[src/rtl/ssi_pkg.sv]
// Package with the register map, flag layout and event carrier type.
package ssi_pkg;

  // ****************************************************************
  // Register bus geometry
  // ****************************************************************
  localparam int ADDR_W = 8;
  localparam int DATA_W = 32;
  localparam int NUM_SRC = 12;

  // Byte offsets of the four registers, each one aligned word.
  localparam logic [ADDR_W-1:0] OFS_STATUS = 8'h40;
  localparam logic [ADDR_W-1:0] OFS_IRQ_ENABLE = 8'h44;
  localparam logic [ADDR_W-1:0] OFS_IRQ_DISABLE = 8'h48;
  localparam logic [ADDR_W-1:0] OFS_IRQ_MASK = 8'h4C;

  // ****************************************************************
  // Flag positions; bits 0 to 11 shared by status, enable, disable and mask, bits 16 and 17 status only
  // ****************************************************************
  localparam int BIT_TX_READY = 0;
  localparam int BIT_TX_EMPTY = 1;
  localparam int BIT_END_OF_TX = 2;
  localparam int BIT_TX_BUFFER_EMPTY = 3;
  localparam int BIT_RX_READY = 4;
  localparam int BIT_RX_OVERRUN = 5;
  localparam int BIT_END_OF_RX = 6;
  localparam int BIT_RX_BUFFER_FULL = 7;
  localparam int BIT_COMPARE_ZERO = 8;
  localparam int BIT_COMPARE_ONE = 9;
  localparam int BIT_TX_SYNC = 10;
  localparam int BIT_RX_SYNC = 11;
  localparam int BIT_TX_ENABLED = 16;
  localparam int BIT_RX_ENABLED = 17;

  // Flags that latch an event; the others follow a level each cycle.
  localparam logic [NUM_SRC-1:0] STICKY_FLAGS = 12'hF74;

  // Reset values.
  localparam logic [NUM_SRC-1:0] MASK_RESET = 12'h000;
  localparam logic [NUM_SRC-1:0] FLAGS_RESET = 12'h000;
  localparam logic [DATA_W-1:0] RD_DATA_RESET = 32'h0000_0000;

  // ****************************************************************
  // Signals from the serial datapath and the peripheral DMA counters
  // ****************************************************************
  typedef struct packed {
    logic tx_holding_empty;
    logic tx_shift_idle;
    logic tx_dma_count_zero;
    logic tx_dma_next_count_zero;
    logic rx_dma_count_zero;
    logic rx_dma_next_count_zero;
    logic rx_holding_load;
    logic rx_holding_read;
    logic tx_count_write;
    logic rx_count_write;
    logic compare_zero_hit;
    logic compare_one_hit;
    logic tx_sync_event;
    logic rx_sync_event;
    logic tx_enabled;
    logic rx_enabled;
  } ssi_events_t;

endpackage

[src/rtl/ssi_flag_cell.sv]
// One sticky status flag: set has priority over clear.
`timescale 1ns/1ps

module ssi_flag_cell (
  input wire logic i_clock,
  input wire logic i_rst_n,
  input wire logic i_set,
  input wire logic i_clear,
  output logic o_flag
);

  // ****************************************************************
  // Flag storage
  // ****************************************************************
  logic flag_q;
  logic flag_d;

  // An event in the same cycle as its clear must not be lost.
  assign flag_d = i_set ? 1'b1 : (i_clear ? 1'b0 : flag_q);

  // Synchronous reset keeps the flag defined from the first edge.
  always_ff @(posedge i_clock) begin
    if (!i_rst_n) begin
      flag_q <= 1'b0;
    end else begin
      flag_q <= flag_d;
    end
  end

  assign o_flag = flag_q;

endmodule

[src/rtl/ssi_status_irq.sv]
// Status flags, interrupt mask and interrupt line of the serial block.
// ****************************************************************
// Overview of operation
// - Tx buffer empty when both tx counters zero.
// - Rx buffer full when both rx counters zero.
// - Rx ready set on load, cleared when read.
// - Overrun when loading over an unread word.
// - End of rx on zero, cleared by write.
// - Compare zero latched, cleared by status read.
// - Compare one latched, cleared by status read.
// - Tx sync latched until next status read.
// - Rx sync latched until next status read.
// - Status shows transmitter enabled state.
// - Status shows receiver enabled state.
// - Enable register writes ones into mask.
// - Disable register clears mask where one written.
// - Mask register reads back enabled sources.
// - Twelve sources at bits zero to eleven.
// - Tx ready while tx holding register empty.
// - Tx empty after last word shifted out.
// - End of tx on zero, cleared by write.
// ****************************************************************
`timescale 1ns/1ps

module ssi_status_irq (
  input wire logic i_clock,
  input wire logic i_rst_n,
  input wire logic [ssi_pkg::ADDR_W-1:0] i_addr,
  input wire logic [ssi_pkg::DATA_W-1:0] i_wr_data,
  input wire logic i_wr_en,
  input wire logic i_rd_en,
  input wire ssi_pkg::ssi_events_t i_events,
  output logic [ssi_pkg::DATA_W-1:0] o_rd_data,
  output logic o_irq
);

  // ****************************************************************
  // Address decode
  // ****************************************************************
  wire sel_status;
  wire sel_enable;
  wire sel_disable;
  wire sel_mask;
  wire status_rd;
  wire enable_wr;
  wire disable_wr;

  // Each register answers only at its own aligned word.
  assign sel_status = (i_addr == ssi_pkg::OFS_STATUS);
  assign sel_enable = (i_addr == ssi_pkg::OFS_IRQ_ENABLE);
  assign sel_disable = (i_addr == ssi_pkg::OFS_IRQ_DISABLE);
  assign sel_mask = (i_addr == ssi_pkg::OFS_IRQ_MASK);
  assign status_rd = i_rd_en && sel_status;
  assign enable_wr = i_wr_en && sel_enable;
  assign disable_wr = i_wr_en && sel_disable;

  // ****************************************************************
  // Counter zero edge detection
  // ****************************************************************
  logic tx_zero_q;
  logic rx_zero_q;
  wire tx_reach_zero;
  wire rx_reach_zero;

  // Remember the counter state so arrival at zero is a single event.
  always_ff @(posedge i_clock) begin
    if (!i_rst_n) begin
      tx_zero_q <= 1'b0;
      rx_zero_q <= 1'b0;
    end else begin
      tx_zero_q <= i_events.tx_dma_count_zero;
      rx_zero_q <= i_events.rx_dma_count_zero;
    end
  end

  // A write that leaves a counter at zero does not retrigger the flag.
  assign tx_reach_zero = i_events.tx_dma_count_zero && !tx_zero_q;
  assign rx_reach_zero = i_events.rx_dma_count_zero && !rx_zero_q;

  // ****************************************************************
  // Set, clear and level vectors in flag order
  // ****************************************************************
  logic [ssi_pkg::NUM_SRC-1:0] set_v;
  logic [ssi_pkg::NUM_SRC-1:0] clr_v;
  logic [ssi_pkg::NUM_SRC-1:0] lvl_v;
  wire [ssi_pkg::NUM_SRC-1:0] flags_w;

  // Level-driven flags follow the datapath every cycle.
  always_comb begin
    lvl_v = ssi_pkg::FLAGS_RESET;
    lvl_v[ssi_pkg::BIT_TX_READY] = i_events.tx_holding_empty;
    lvl_v[ssi_pkg::BIT_TX_EMPTY] = i_events.tx_holding_empty &&
      i_events.tx_shift_idle;
    lvl_v[ssi_pkg::BIT_TX_BUFFER_EMPTY] = i_events.tx_dma_count_zero &&
      i_events.tx_dma_next_count_zero;
    lvl_v[ssi_pkg::BIT_RX_BUFFER_FULL] = i_events.rx_dma_count_zero &&
      i_events.rx_dma_next_count_zero;
  end

  // Events that latch a flag.
  always_comb begin
    set_v = ssi_pkg::FLAGS_RESET;
    set_v[ssi_pkg::BIT_END_OF_TX] = tx_reach_zero;
    set_v[ssi_pkg::BIT_RX_READY] = i_events.rx_holding_load;
    set_v[ssi_pkg::BIT_RX_OVERRUN] = i_events.rx_holding_load &&
      flags_w[ssi_pkg::BIT_RX_READY];
    set_v[ssi_pkg::BIT_END_OF_RX] = rx_reach_zero;
    set_v[ssi_pkg::BIT_COMPARE_ZERO] = i_events.compare_zero_hit;
    set_v[ssi_pkg::BIT_COMPARE_ONE] = i_events.compare_one_hit;
    set_v[ssi_pkg::BIT_TX_SYNC] = i_events.tx_sync_event;
    set_v[ssi_pkg::BIT_RX_SYNC] = i_events.rx_sync_event;
  end

  // Clears: holding reads for rx ready, status reads for the other event flags, counter writes for DMA ends.
  always_comb begin
    clr_v = ssi_pkg::FLAGS_RESET;
    clr_v[ssi_pkg::BIT_END_OF_TX] = i_events.tx_count_write;
    clr_v[ssi_pkg::BIT_RX_READY] = i_events.rx_holding_read;
    clr_v[ssi_pkg::BIT_RX_OVERRUN] = status_rd;
    clr_v[ssi_pkg::BIT_END_OF_RX] = i_events.rx_count_write;
    clr_v[ssi_pkg::BIT_COMPARE_ZERO] = status_rd;
    clr_v[ssi_pkg::BIT_COMPARE_ONE] = status_rd;
    clr_v[ssi_pkg::BIT_TX_SYNC] = status_rd;
    clr_v[ssi_pkg::BIT_RX_SYNC] = status_rd;
  end

  // ****************************************************************
  // Flag storage, one cell per source
  // ****************************************************************
  genvar gi;
  generate
    for (gi = 0; gi < ssi_pkg::NUM_SRC; gi = gi + 1) begin : g_flag
      if (ssi_pkg::STICKY_FLAGS[gi]) begin : g_sticky
        ssi_flag_cell u_cell (
          .i_clock(i_clock),
          .i_rst_n(i_rst_n),
          .i_set(set_v[gi]),
          .i_clear(clr_v[gi]),
          .o_flag(flags_w[gi])
        );
      end else begin : g_level
        logic lvl_q;
        // Registered so the read value and the interrupt line agree.
        always_ff @(posedge i_clock) begin
          if (!i_rst_n) begin
            lvl_q <= 1'b0;
          end else begin
            lvl_q <= lvl_v[gi];
          end
        end
        assign flags_w[gi] = lvl_q;
      end
    end
  endgenerate

  // ****************************************************************
  // Enable state mirror
  // ****************************************************************
  logic tx_en_q;
  logic rx_en_q;

  // The datapath owns the enables; this block only reports them.
  always_ff @(posedge i_clock) begin
    if (!i_rst_n) begin
      tx_en_q <= 1'b0;
      rx_en_q <= 1'b0;
    end else begin
      tx_en_q <= i_events.tx_enabled;
      rx_en_q <= i_events.rx_enabled;
    end
  end

  // ****************************************************************
  // Interrupt mask
  // ****************************************************************
  logic [ssi_pkg::NUM_SRC-1:0] mask_q;
  logic [ssi_pkg::NUM_SRC-1:0] mask_d;
  wire [ssi_pkg::NUM_SRC-1:0] wr_src;

  assign wr_src = i_wr_data[ssi_pkg::NUM_SRC-1:0];

  // Set and clear by ones let drivers touch one source atomically.
  always_comb begin
    mask_d = mask_q;
    if (enable_wr) begin
      mask_d = mask_q | wr_src;
    end else if (disable_wr) begin
      mask_d = mask_q & ~wr_src;
    end
  end

  always_ff @(posedge i_clock) begin
    if (!i_rst_n) begin
      mask_q <= ssi_pkg::MASK_RESET;
    end else begin
      mask_q <= mask_d;
    end
  end

  // ****************************************************************
  // Read data and interrupt output
  // ****************************************************************
  logic [ssi_pkg::DATA_W-1:0] status_word;
  logic [ssi_pkg::DATA_W-1:0] mask_word;
  wire [ssi_pkg::DATA_W-1:0] rd_mux;
  logic [ssi_pkg::DATA_W-1:0] rd_data_q;
  logic irq_q;

  // Unused bits read as zero.
  always_comb begin
    status_word = ssi_pkg::RD_DATA_RESET;
    status_word[ssi_pkg::NUM_SRC-1:0] = flags_w;
    status_word[ssi_pkg::BIT_TX_ENABLED] = tx_en_q;
    status_word[ssi_pkg::BIT_RX_ENABLED] = rx_en_q;
    mask_word = ssi_pkg::RD_DATA_RESET;
    mask_word[ssi_pkg::NUM_SRC-1:0] = mask_q;
  end

  // Write-only and unmapped words read as zero.
  assign rd_mux = sel_status ? status_word :
                  (sel_mask ? mask_word : ssi_pkg::RD_DATA_RESET);

  // Read data stand only in the cycle after the strobe.
  always_ff @(posedge i_clock) begin
    if (!i_rst_n) begin
      rd_data_q <= ssi_pkg::RD_DATA_RESET;
      irq_q <= 1'b0;
    end else begin
      rd_data_q <= i_rd_en ? rd_mux : ssi_pkg::RD_DATA_RESET;
      irq_q <= |(flags_w & mask_q);
    end
  end

  assign o_rd_data = rd_data_q;
  assign o_irq = irq_q;

  // ****************************************************************
  // Assertions
  // ****************************************************************
  logic chk_run_q;

  // Checks other than a_mask_reset start one edge after reset ends, because an attempt
  // begun on the releasing edge would sample inputs that the reset flops ignored.
  always_ff @(posedge i_clock) begin
    if (!i_rst_n) begin
      chk_run_q <= 1'b0;
    end else begin
      chk_run_q <= 1'b1;
    end
  end

  property p_tx_buf_empty;
    @(posedge i_clock) disable iff (!i_rst_n || !chk_run_q)
      ##1 flags_w[ssi_pkg::BIT_TX_BUFFER_EMPTY] ==
        $past(i_events.tx_dma_count_zero && i_events.tx_dma_next_count_zero);
  endproperty
  a_tx_buf_empty: assert property (p_tx_buf_empty)
    else $error("tx buffer empty flag does not follow counters");

  property p_rx_buf_full;
    @(posedge i_clock) disable iff (!i_rst_n || !chk_run_q)
      (i_events.rx_dma_count_zero && i_events.rx_dma_next_count_zero)
        |=> flags_w[ssi_pkg::BIT_RX_BUFFER_FULL];
  endproperty
  a_rx_buf_full: assert property (p_rx_buf_full)
    else $error("rx buffer full flag missing with counters at zero");

  property p_rx_ready;
    @(posedge i_clock) disable iff (!i_rst_n || !chk_run_q)
      i_events.rx_holding_load |=> flags_w[ssi_pkg::BIT_RX_READY];
  endproperty
  a_rx_ready: assert property (p_rx_ready)
    else $error("rx ready not set after holding load");

  property p_overrun;
    @(posedge i_clock) disable iff (!i_rst_n || !chk_run_q)
      (i_events.rx_holding_load && flags_w[ssi_pkg::BIT_RX_READY])
        |=> flags_w[ssi_pkg::BIT_RX_OVERRUN];
  endproperty
  a_overrun: assert property (p_overrun)
    else $error("overrun not set on load over unread word");

  property p_end_rx_clear;
    @(posedge i_clock) disable iff (!i_rst_n || !chk_run_q)
      (i_events.rx_count_write && !rx_reach_zero)
        |=> !flags_w[ssi_pkg::BIT_END_OF_RX];
  endproperty
  a_end_rx_clear: assert property (p_end_rx_clear)
    else $error("end of rx not cleared by counter write");

  property p_cp0_hold;
    @(posedge i_clock) disable iff (!i_rst_n || !chk_run_q)
      i_events.compare_zero_hit ##1 !status_rd [*2]
        |-> flags_w[ssi_pkg::BIT_COMPARE_ZERO];
  endproperty
  a_cp0_hold: assert property (p_cp0_hold)
    else $error("compare zero flag not held until status read");

  property p_cp1_clear;
    @(posedge i_clock) disable iff (!i_rst_n || !chk_run_q)
      (status_rd && !i_events.compare_one_hit)
        |=> !flags_w[ssi_pkg::BIT_COMPARE_ONE];
  endproperty
  a_cp1_clear: assert property (p_cp1_clear)
    else $error("compare one flag survived a status read");

  property p_tx_sync;
    @(posedge i_clock) disable iff (!i_rst_n || !chk_run_q)
      i_events.tx_sync_event |=> flags_w[ssi_pkg::BIT_TX_SYNC];
  endproperty
  a_tx_sync: assert property (p_tx_sync)
    else $error("tx sync flag not set on event");

  property p_rx_sync_keep;
    @(posedge i_clock) disable iff (!i_rst_n || !chk_run_q)
      (flags_w[ssi_pkg::BIT_RX_SYNC] && !status_rd)
        |=> flags_w[ssi_pkg::BIT_RX_SYNC];
  endproperty
  a_rx_sync_keep: assert property (p_rx_sync_keep)
    else $error("rx sync flag dropped without status read");

  property p_enable_write;
    @(posedge i_clock) disable iff (!i_rst_n || !chk_run_q)
      enable_wr |=> ((mask_q & $past(wr_src)) == $past(wr_src));
  endproperty
  a_enable_write: assert property (p_enable_write)
    else $error("enable write did not set mask bits");

  property p_disable_write;
    @(posedge i_clock) disable iff (!i_rst_n || !chk_run_q)
      disable_wr |=> ((mask_q & $past(wr_src)) == 12'h000);
  endproperty
  a_disable_write: assert property (p_disable_write)
    else $error("disable write did not clear mask bits");

  property p_mask_read;
    @(posedge i_clock) disable iff (!i_rst_n || !chk_run_q)
      (i_rd_en && sel_mask) |=> (o_rd_data == {20'h00000, $past(mask_q)});
  endproperty
  a_mask_read: assert property (p_mask_read)
    else $error("mask read data wrong");

  property p_irq;
    @(posedge i_clock) disable iff (!i_rst_n || !chk_run_q)
      ##1 o_irq == $past(|(flags_w & mask_q));
  endproperty
  a_irq: assert property (p_irq)
    else $error("interrupt line disagrees with flags and mask");

  property p_mask_reset;
    @(posedge i_clock)
      !i_rst_n |=> (mask_q == ssi_pkg::MASK_RESET);
  endproperty
  a_mask_reset: assert property (p_mask_reset)
    else $error("mask not clear after reset");

endmodule

[config.mk]
export PLATFORM = sky130hd
export DESIGN_NAME = ssi_status_irq
export DESIGN_NICKNAME = d
export VERILOG_FILES = /design/src/rtl/ssi_pkg.sv /design/src/rtl/ssi_flag_cell.sv /design/src/rtl/ssi_status_irq.sv
export SDC_FILE = /design/constraint.sdc
export NUM_CORES = 1
export LEC_CHECK = 0
export BUFFER_PORTS_ARGS = -buffer_cell sky130_fd_sc_hd__buf_4
export CAP_MARGIN = 20
export CORE_ASPECT_RATIO = 1.1
export CORE_MARGIN = 2
export CORE_UTILIZATION = 25
export DETAILED_ROUTE_END_ITERATION = 8
export GPL_ROUTABILITY_DRIVEN = 0
export PLACE_DENSITY = 0.52
export SLEW_MARGIN = 5
export SYNTH_ARGS = -nofsm -noshare
export SYNTH_HDL_FRONTEND = slang
export SYNTH_SLANG_ARGS = --single-unit
[constraint.sdc]
create_clock -name i_clock -period 2.38 [get_ports i_clock]
set_input_delay 0.357 -clock i_clock [delete_from_list [all_inputs] [get_ports i_clock]]
set_output_delay 0.357 -clock i_clock [all_outputs]
set_load 0.01 [all_outputs]
# == Word level (Yosys, flattened, before mapping) ==
# Index checks and enable logic that the tools add are counted.
# word_totals
rom_bits,0
ram_bits,0
register_bits,61
word_cells,69
n_memories,0
inputBits,60
latchBits,0
# op_classes
n_eq_ne,4
n_mul,0
shifts,0
muxes,16
magnitude_cmp,0
reduce_logical,23
add_sub_neg,0
bitwise,6
div,0
# op_table
operator,count
12-bit two-way mux,3
"8-bit by 7-bit == test with 1-bit output, second input constant",4
12-bit bitwise AND,2
18-bit two-way mux,1
2-bit nonzero test,9
1-bit two-way mux,12
12-bit inverter,1
12-bit OR,1
12-bit OR reduction,1
1-bit logical AND,9
3-bit OR reduction,1
1-bit logical NOT,2
1-bit inverter,2
2-bit AND reduction,1

# == Logic depth before layout (Yosys ltp) ==
# Gate-level depths: netlist of the first run.
# depth
ltp_word,4
mapped_depth,5
mapped_depth_nobuf,3

# == Modules after synthesis ==
# From an unflattened synthesis of the first run, not the netlist that was laid out.
# unflattened
hier_cells,171
area_unflattened_um2,1840.5
# by_module_without_submodules
module,instances,area_per_inst_um2,seq_area_each_um2,cells_each
ssi_status_irq,1,1510.2,700.7,147
ssi_flag_cell,8,41.3,20.0,3

# == Worst setup path after synthesis of the first run ==
# No wires, ideal clock.
# synth_timing
path_kind,input-to-reg
startpoint,in i_addr[1] (netlist name)
endpoint,"reg rd_data_q, in the netlist o_rd_data[7]"
setup_time_ns,0.059
path_stages,5
required_ns,2.321
path_buffers,2
path_slack_ns,0.704
arrival_ns,1.618
cell_sequence,or4_4 > buf_6 > nor4_4 > buf_6 > a22o_1
# synth_via
elab_chain_len,3
# synth_lines
item,line_no,source
start: declaration,ssi_status_irq.sv:28,"input wire logic [ssi_pkg::ADDR_W-1:0] i_addr,"
8-bit by 7-bit == test with 1-bit output,ssi_status_irq.sv:52,assign sel_mask = (i_addr == ssi_pkg::OFS_IRQ_MASK);
12-bit two-way mux,ssi_status_irq.sv:221,(sel_mask ? mask_word : ssi_pkg::RD_DATA_RESET);
18-bit two-way mux (*),ssi_status_irq.sv:220,assign rd_mux = sel_status ? status_word :
end signal: assignment,ssi_status_irq.sv:226,rd_data_q <= ssi_pkg::RD_DATA_RESET;
end signal: assignment,ssi_status_irq.sv:229,rd_data_q <= i_rd_en ? rd_mux : ssi_pkg::RD_DATA_RESET;
end: declaration,ssi_status_irq.sv:206,logic [ssi_pkg::DATA_W-1:0] rd_data_q;
# Mark *: on every way between the ends. The rest lies on a longest branch, timed or not.
# A chain may end at the register's enable or synchronous reset.

==> flow_summary.yaml, run 1 <==
outcome:
  status: "finished clean"
cells_and_area:
  diodes: 0
  drive_above_1_share: 0.292
  finalNetCount: 299
  area_growth_pct: 27.1
worst_setup_path:
  crit_arrival_ns: 1.79
  crit_fanout: 17
  crit_path_cell_trace: "buf_4 > or4_4 > nor4_4 > buf_4 > o2bb2ai_1"
  startpoint_type: "input port"
  cp.required_ns: 2.60
  cpMostUsedCell: "buf_4"
  slowest_delay_ns: 0.67
  cp_slowest_cell: "or4_4"
  setup.worst_path.class: "input port to flop"
  worstSetupEndpointType: "flop"
clocking:
  cts_tree: "yes"
  cts_resized: 0
  root_buffer: "clkbuf_8"
  clk_latency_ns: 0.29
  ctsLongestPathBuffers: 2
  tritoncts.num_buffers: 5
  clock-sinks: 43
  cts.htree.levels: 2
  clk_pin_slew_ns: 0.08
  cts_setup_buffers: 0
  holdBufCountCts: 0
drt:
  wire_per_inst_um: 12.4
  avgViaCountPerCell: 4.37
  dr.pass1.iters: 4
  vias: 1419
  ant_nets: 0
  drt-initial-drc-count: 58
  wirelength_um: 4040
  drc: 0
power_and_ir_drop:
  power.total_mw: 1.30
  p_switching_mw: 0.304
  p_sw_frac: 0.234
  internal-power_mw: 0.997
  seq_power_share: 0.572
  ir_worst_vdd_mv: 0.232
  cellPowerDensity_nw_per_um2: 568
  power.share.clock: 0.337
  combPwrFrac: 0.091
  leakage_nw: 1.00
yosys:
  synth_compound_area_frac: 0.187
  syn_area_per_cell_um2: 9.63
  synth_area_leaders: "dfxtp_1 (48%), buf_4 (8.3%), a22o_1 (7.3%), o2bb2ai_1 (5.8%), nor4_1 (4.2%)"
  synth_xor_area_frac: 0
  synthAdderAreaFrac: 0
  async_flop_share: 0
  synthFlopType: "dfxtp_1"
  yosysSeqAreaShare: 0.478
  muxShareOfSynthArea: 0
  ys_types: 23
  yosys_register_bits: 43
  yosys.area_share.simple: 0.192
  yosysWarnings: 0
  synth_top_area_share: 0.478
  yosysMostFrequentCell: "dfxtp_1"
  synth_edf_count: 0
  synth_common_cells: "dfxtp_1 (43), buf_4 (20), a22o_1 (15), nand2_1 (15), inv_1 (14)"
  synth_area_um2: 1800
  synth_top_family_by_area: "simple AND/OR/NAND/NOR gates"
  synth_top_area_cell: "dfxtp_1"
  synthCells: 187
global_routing:
  overflow: 0
  grt_first_pass_wirelength_um: 6430
  first_global_vias: 1283
  grt_max_degree: 27
  antenna_found_initial: 0
  grt_use_total: 0.105
sta:
  fin_skew_ns: 0.00794
  rsz0062_at_grt: "no"
  report.final.slew_viol_count: 0
  hold_viol_final: 0
  fin_crit_sh: 0.660
  worst_pin_slew_ns: 0.610
  tns_ns: 0
  fin_crit_ns: 1.57
  finalSetupViolations: 0
  slew_headroom: 0.593
  max_freq_mhz: 636
floorplan:
  dieWidth_um: 84.9
  die_y_um: 93.0
  pin_count: 93
  core_region_area_um2: 7010
  rows: 32
  fp.dieArea_um2: 7900
  start_util: 0.257
placement:
  post-dp-hpwl_um: 3090
  io_buffers: 54
worst_hold_path:
  hp-class: "input port to flop"
job:
  maxCapViolations: 0
per-stage QoR:
stage	hold WS (ns)	utilization	instance area [um2]	setup WS, ns	instances
floorplan	0.406	-	1870	0.704	204
global placement	0.414	0.315	2200	0.528	317
detailed placement	0.415	0.315	2200	0.518	317
CTS	0.261	0.327	2290	0.811	325
global route	0.255	0.327	2290	0.754	325
finish	0.272	0.327	2290	0.808	325
power groups by stage:
stage	sequential (mW)	clock, mW	combinational [mW]
detailed placement	0.762	0	0.119
finish	0.745	0.438	0.118
CTS	0.745	0.459	0.120
floorplan	0.759	0	0.0780
global route	0.747	0.480	0.132
global placement	0.762	0	0.118
placed cells by master (no fill, tap or decap), drive strengths merged, types with 3 or more instances in the layout:
| cell type | count |
|---|---|
| buf | 58 |
| dfxtp | 43 |
| conb | 18 |
| nand2 | 15 |
| a22o | 15 |
| nor4 | 15 |
| inv | 14 |
| o2bb2ai | 12 |
| a21oi | 8 |
| and2 | 7 |
| nand2b | 6 |
| nor2 | 6 |
| clkbuf | 6 |
| o21ai | 4 |
| and3 | 3 |
| a221oi | 3 |
path summary, 6_finish.rpt:
path	start	end	slack [ns]	cells after the start
setup / recovery	i_addr[1]	flop	0.81	5
hold / removal	i_wr_data[6]	flop	0.27	2
setup reg to reg	g_flag[4].g_sticky.u_cell.o_flag$_SDFFE_PN0P_	o_irq$_SDFF_PN0_	1.26	3
hold reg to reg	tx_en_q$_SDFF_PN0_	o_rd_data[16]$_SDFF_PN0_	0.43	1
cells by family after synthesis:
logic type / Yosys count
flops: 43
simple gates: 55
buf+inv: 44
other cells: 1
compound gates: 44
metal layers:
metal  routed length [um]  track usage  vias to the layer above
met2                 1960        0.168                       45
met1                 1760        0.129                      644
met4                   73       0.0516                        0
met3                  247       0.0318                        5
li1                     -            -                      725
met5                    0            0                        -
worst max-delay path, delay by kind of cell:
| kind | cells | cell delay [ns] |
|---|---|---|
| buf+inv | 2 | 0.35 |
| simple gates | 2 | 0.95 |
| compound gates | 1 | 0.13 |
layout make-up:
type	count	area, um2
well taps	85	106
inverters	14	52.6
clock inverters	2	12.5
clock buffers	6	72.6
multi-input cells	117	749
repair buffers	58	435
fillers	737	4720
flip-flops and latches	43	861
No activity file was read; power rests on OpenSTA's default activity.
==> run 2, diff against run 1 <==
- clock period: 2.38 -> 1.6 ns (I/O delays scaled with it)
==> flow_summary.yaml, run 2 (synthesis results as in run 1) <==
outcome:
  status: "finished clean"
placement:
  io_buffers: 54
  post-dp-hpwl_um: 3200
  place_area_um2: 2280
clocking:
  cts_setup_buffers: 0
  cts_resized: 0
  tritoncts.num_buffers: 5
  holdBufCountCts: 0
  clk_latency_ns: 0.30
  cts.htree.levels: 2
  ctsLongestPathBuffers: 2
  root_buffer: "clkbuf_8"
  clock-sinks: 43
  cts_tree: "yes"
  clk_pin_slew_ns: 0.09
power_and_ir_drop:
  seq_power_share: 0.554
  internal-power_mw: 1.50
  power.total_mw: 2.00
  combPwrFrac: 0.093
  ir_worst_vdd_mv: 0.375
  leakage_nw: 1.04
  p_sw_frac: 0.251
  cellPowerDensity_nw_per_um2: 842
  power.share.clock: 0.353
  p_switching_mw: 0.501
sta:
  max_freq_mhz: 741
  report.final.slew_viol_count: 0
  fin_crit_ns: 1.35
  hold_viol_final: 0
  fin_crit_sh: 0.844
  rsz0062_at_grt: "no"
  fin_skew_ns: 0.00752
  finalSetupViolations: 0
global_routing:
  grt_max_degree: 24
  first_global_vias: 1298
  antenna_found_initial: 0
  grt_first_pass_wirelength_um: 6320
  grt_use_total: 0.102
  overflow: 0
cells_and_area:
  drive_above_1_share: 0.316
  area_growth_pct: 31.8
  n_fill_cell: 714
  mostFrequentLayoutCells: "buf_4 (63), dfxtp_1 (43), conb_1 (18)"
  layout_commonest_cell: "buf_4"
  finalNetCount: 306
  diodes: 0
  fin_area_um2: 2370
floorplan:
  die_y_um: 93.0
  start_util: 0.257
  fp.dieArea_um2: 7900
  rows: 32
  dieWidth_um: 84.9
  pin_count: 93
  core_region_area_um2: 7010
worst_setup_path:
  worstSetupEndpointType: "flop"
  crit_arrival_ns: 1.58
  crit_fanout: 12
  cp.required_ns: 1.83
  setup.worst_path.class: "input port to flop"
  startpoint_type: "input port"
drt:
  avgViaCountPerCell: 4.35
  dr.pass1.iters: 4
  drc: 0
  ant_nets: 0
  drt-initial-drc-count: 38
  wire_per_inst_um: 12.3
  wirelength_um: 4080
  vias: 1444
job:
  maxCapViolations: 0
worst_hold_path:
  hp-class: "input port to flop"
==> run 2: changes by cell type in the layout (fill, tap and decap cells not counted), sizes merged <==
| cell | change |
|---|---|
| clkinvlp | +1 |
| clkbuf | -1 |
| buf | +7 |
| clkinv | -1 |
| inv | +1 |
==> run 2: per-stage QoR <==
| stage | hold WS (ns) | TNS, ns | utilization | worst slack, ns | std cells |
|---|---|---|---|---|---|
| global route | 0.131 | 0 | 0.339 | 0.180 | 332 |
| finish | 0.145 | 0 | 0.339 | 0.250 | 332 |
| CTS | 0.137 | 0 | 0.339 | 0.261 | 332 |
| global placement | 0.414 | -0.904 | 0.326 | -0.0432 | 324 |
| detailed placement | 0.415 | -0.921 | 0.326 | -0.0542 | 324 |
| floorplan | 0.357 | 0 | - | 0.0406 | 204 |
==> run 2: area by class of cell <==
class / count / area, um2 / area share
sequential: 43 / 861 / 0.362
multi-input combinational: 117 / 749 / 0.316
timing repair buffer: 65 / 513 / 0.216
tap: 85 / 106 / 0.0448
clock buffer: 5 / 68.8 / 0.0290
inverter: 14 / 52.6 / 0.0221
clock inverter: 3 / 23.8 / 0.0100
==> run 2: worst max-delay path: stages <==
cell,delay [ns]
buf_4,0.11
or4_4,0.61
nor4_4,0.34
buf_12,0.17
o2bb2ai_1,0.11
==> run 2: metal layers <==
metal  GRT usage  routed length, um  vias up
met1       0.119               1740      657
met3      0.0282                253        4
li1            -                  -      736
met5           0                  0        -
met2       0.173               2040       47
met4      0.0476                 56        0
==> run 2: final timing paths <==
path                                            startpoint                  endpoint  slack (ns)  cells after the start
max                                              i_addr[1]                      flop        0.25                      5
min reg2reg                             tx_en_q$_SDFF_PN0_  o_rd_data[16]$_SDFF_PN0_        0.43                      1
min                                            i_events[0]        rx_en_q$_SDFF_PN0_        0.14                      2
max reg2reg  g_flag[4].g_sticky.u_cell.o_flag$_SDFFE_PN0P_          o_irq$_SDFF_PN0_        0.55                      3
==> run 2: power groups by stage <==
stage | clock network, mW | registers [mW] | logic, mW
4_1_cts | 0.735 | 1.11 | 0.187
5_1_grt | 0.767 | 1.11 | 0.204
3_5_place_dp | 0 | 1.13 | 0.187
3_3_place_gp | 0 | 1.13 | 0.186
2_1_floorplan | 0 | 1.13 | 0.116
6_report | 0.706 | 1.11 | 0.185
==> run 3, diff against run 2 <==
- PLACE_DENSITY: 0.52 -> 0.54
- clock period: 1.6 -> 1.1 ns (I/O delays scaled with it)
==> flow_summary.yaml, run 3 (synthesis results as in run 1) <==
drt:
  wire_per_inst_um: 12.8
  wirelength_um: 4340
  ant_nets: 0
  dr.pass1.iters: 4
  vias: 1475
  avgViaCountPerCell: 4.35
  drt-initial-drc-count: 50
  drc: 0
worst_setup_path:
  reg2reg_from: "g_flag[9].g_sticky.u_cell.o_flag$_SDFFE_PN0P_"
  crit_fanout: 12
  crit_arrival_ns: 1.41
  worstSetupStartpoint: "i_addr[1]"
  crit_path_cell_trace: "buf_6 > or4_4 > nor4_4 > buf_12 > a22o_1"
  setup.worst_path.class: "input port to flop"
  startpoint_type: "input port"
  cp.required_ns: 1.33
  worstSetupEndpointType: "flop"
  cp_slowest_cell: "or4_4"
  slowest_delay_ns: 0.60
floorplan:
  die_y_um: 93.0
  pin_count: 93
  rows: 32
  fp.dieArea_um2: 7900
  dieWidth_um: 84.9
  start_util: 0.257
  core_region_area_um2: 7010
job:
  maxCapViolations: 0
sta:
  fin_skew_ns: 0.00834
  report.final.slew_viol_count: 0
  worst_slack_ns: -0.0753
  fin_crit_ns: 1.18
  max_freq_mhz: 851
  hold_viol_final: 0
  finalSetupViolations: 31
  whs_ns: 0.0742
  tns_ns: -1.41
  fin_crit_sh: 1.07
  rsz0062_at_grt: "yes"
cells_and_area:
  diodes: 0
  finalNetCount: 313
  layout_commonest_cell: "buf_4"
  drive_above_1_share: 0.398
  fin_area_um2: 2590
  mostFrequentLayoutCells: "buf_4 (65), dfxtp_1 (43), conb_1 (18)"
  area_growth_pct: 43.8
placement:
  place_area_um2: 2360
  io_buffers: 54
  post-dp-hpwl_um: 3290
power_and_ir_drop:
  cellPowerDensity_nw_per_um2: 1120
  power.total_mw: 2.89
  ir_worst_vdd_mv: 0.467
  leakage_nw: 1.12
global_routing:
  first_global_vias: 1388
  antenna_found_initial: 0
  grt_first_pass_wirelength_um: 6890
  overflow: 0
  grt_use_total: 0.114
  grt_max_degree: 25
worst_hold_path:
  hold_start: "i_wr_data[7]"
  hp-class: "input port to flop"
clocking:
  clk_latency_ns: 0.29
  holdBufCountCts: 0
  ctsLongestPathBuffers: 2
  clock-sinks: 43
  cts_setup_buffers: 0
  cts_resized: 16
  root_buffer: "clkbuf_8"
  cts_tree: "yes"
  cts.htree.levels: 2
  clk_pin_slew_ns: 0.08
  tritoncts.num_buffers: 5
outcome:
  status: "complete, but fails checks"
  violations: "setup timing"
run 3: changes by cell type in the layout (fill, tap and decap cells not counted), sizes merged:
cell,before,now
clkinvlp,2,1
buf,65,72
inv,15,14
clkinv,0,1
clkbuf,5,6
run 3: cell type report:
type                       count  area, um2
multi-input combinational    117        885
clock buffer                   6       72.6
sequential                    43        861
clock inverter                 2       12.5
inverter                      14       52.6
timing repair buffer          72        602
tap                           85        106
fill                         690       4420
run 3: worst paths after layout:
check / depth (start not counted) / slack (ns) / end
worst max register to register: 3 / 0.06 / o_irq$_SDFF_PN0_
worst min-delay path: 2 / 0.07 / flop
worst max-delay path: 5 / -0.08 / o_rd_data[2]$_SDFF_PN0_
worst min register to register: 1 / 0.44 / o_rd_data[16]$_SDFF_PN0_
run 3: stage by stage:
| stage | utilization | setup slack (ns) | instances |
|---|---|---|---|
| after floorplan | - | -0.301 | 204 |
| after global placement | 0.337 | -0.416 | 331 |
| after detailed placement | 0.337 | -0.430 | 331 |
| after CTS | 0.362 | -0.0898 | 339 |
| after global routing | 0.370 | -0.129 | 339 |
| final | 0.370 | -0.0753 | 339 |
run 3: critical path, delay by kind of cell:
kind / cells / cell delay, ns
AOI/OAI and AO/OA: 1 / 0.14
buffers and inverters: 2 / 0.26
and+or+nand+nor: 2 / 0.83
run 3: layer usage:
metal  wire length, um  track usage  vias up
li1                  -            -      747
met1              1800        0.137      667
met2              2090        0.188       56
met3               389       0.0371        5
met4                70       0.0437        0
met5                 0            0        -
run 3: power breakdown:
| part | internal [mW] | total, mW | leakage, nW | switching (mW) |
|---|---|---|---|---|
| combinational | 0.152 | 0.319 | 0.725 | 0.167 |
| sequential | 1.59 | 1.61 | 0.350 | 0.0207 |
| clock | 0.443 | 0.960 | 0.0412 | 0.517 |
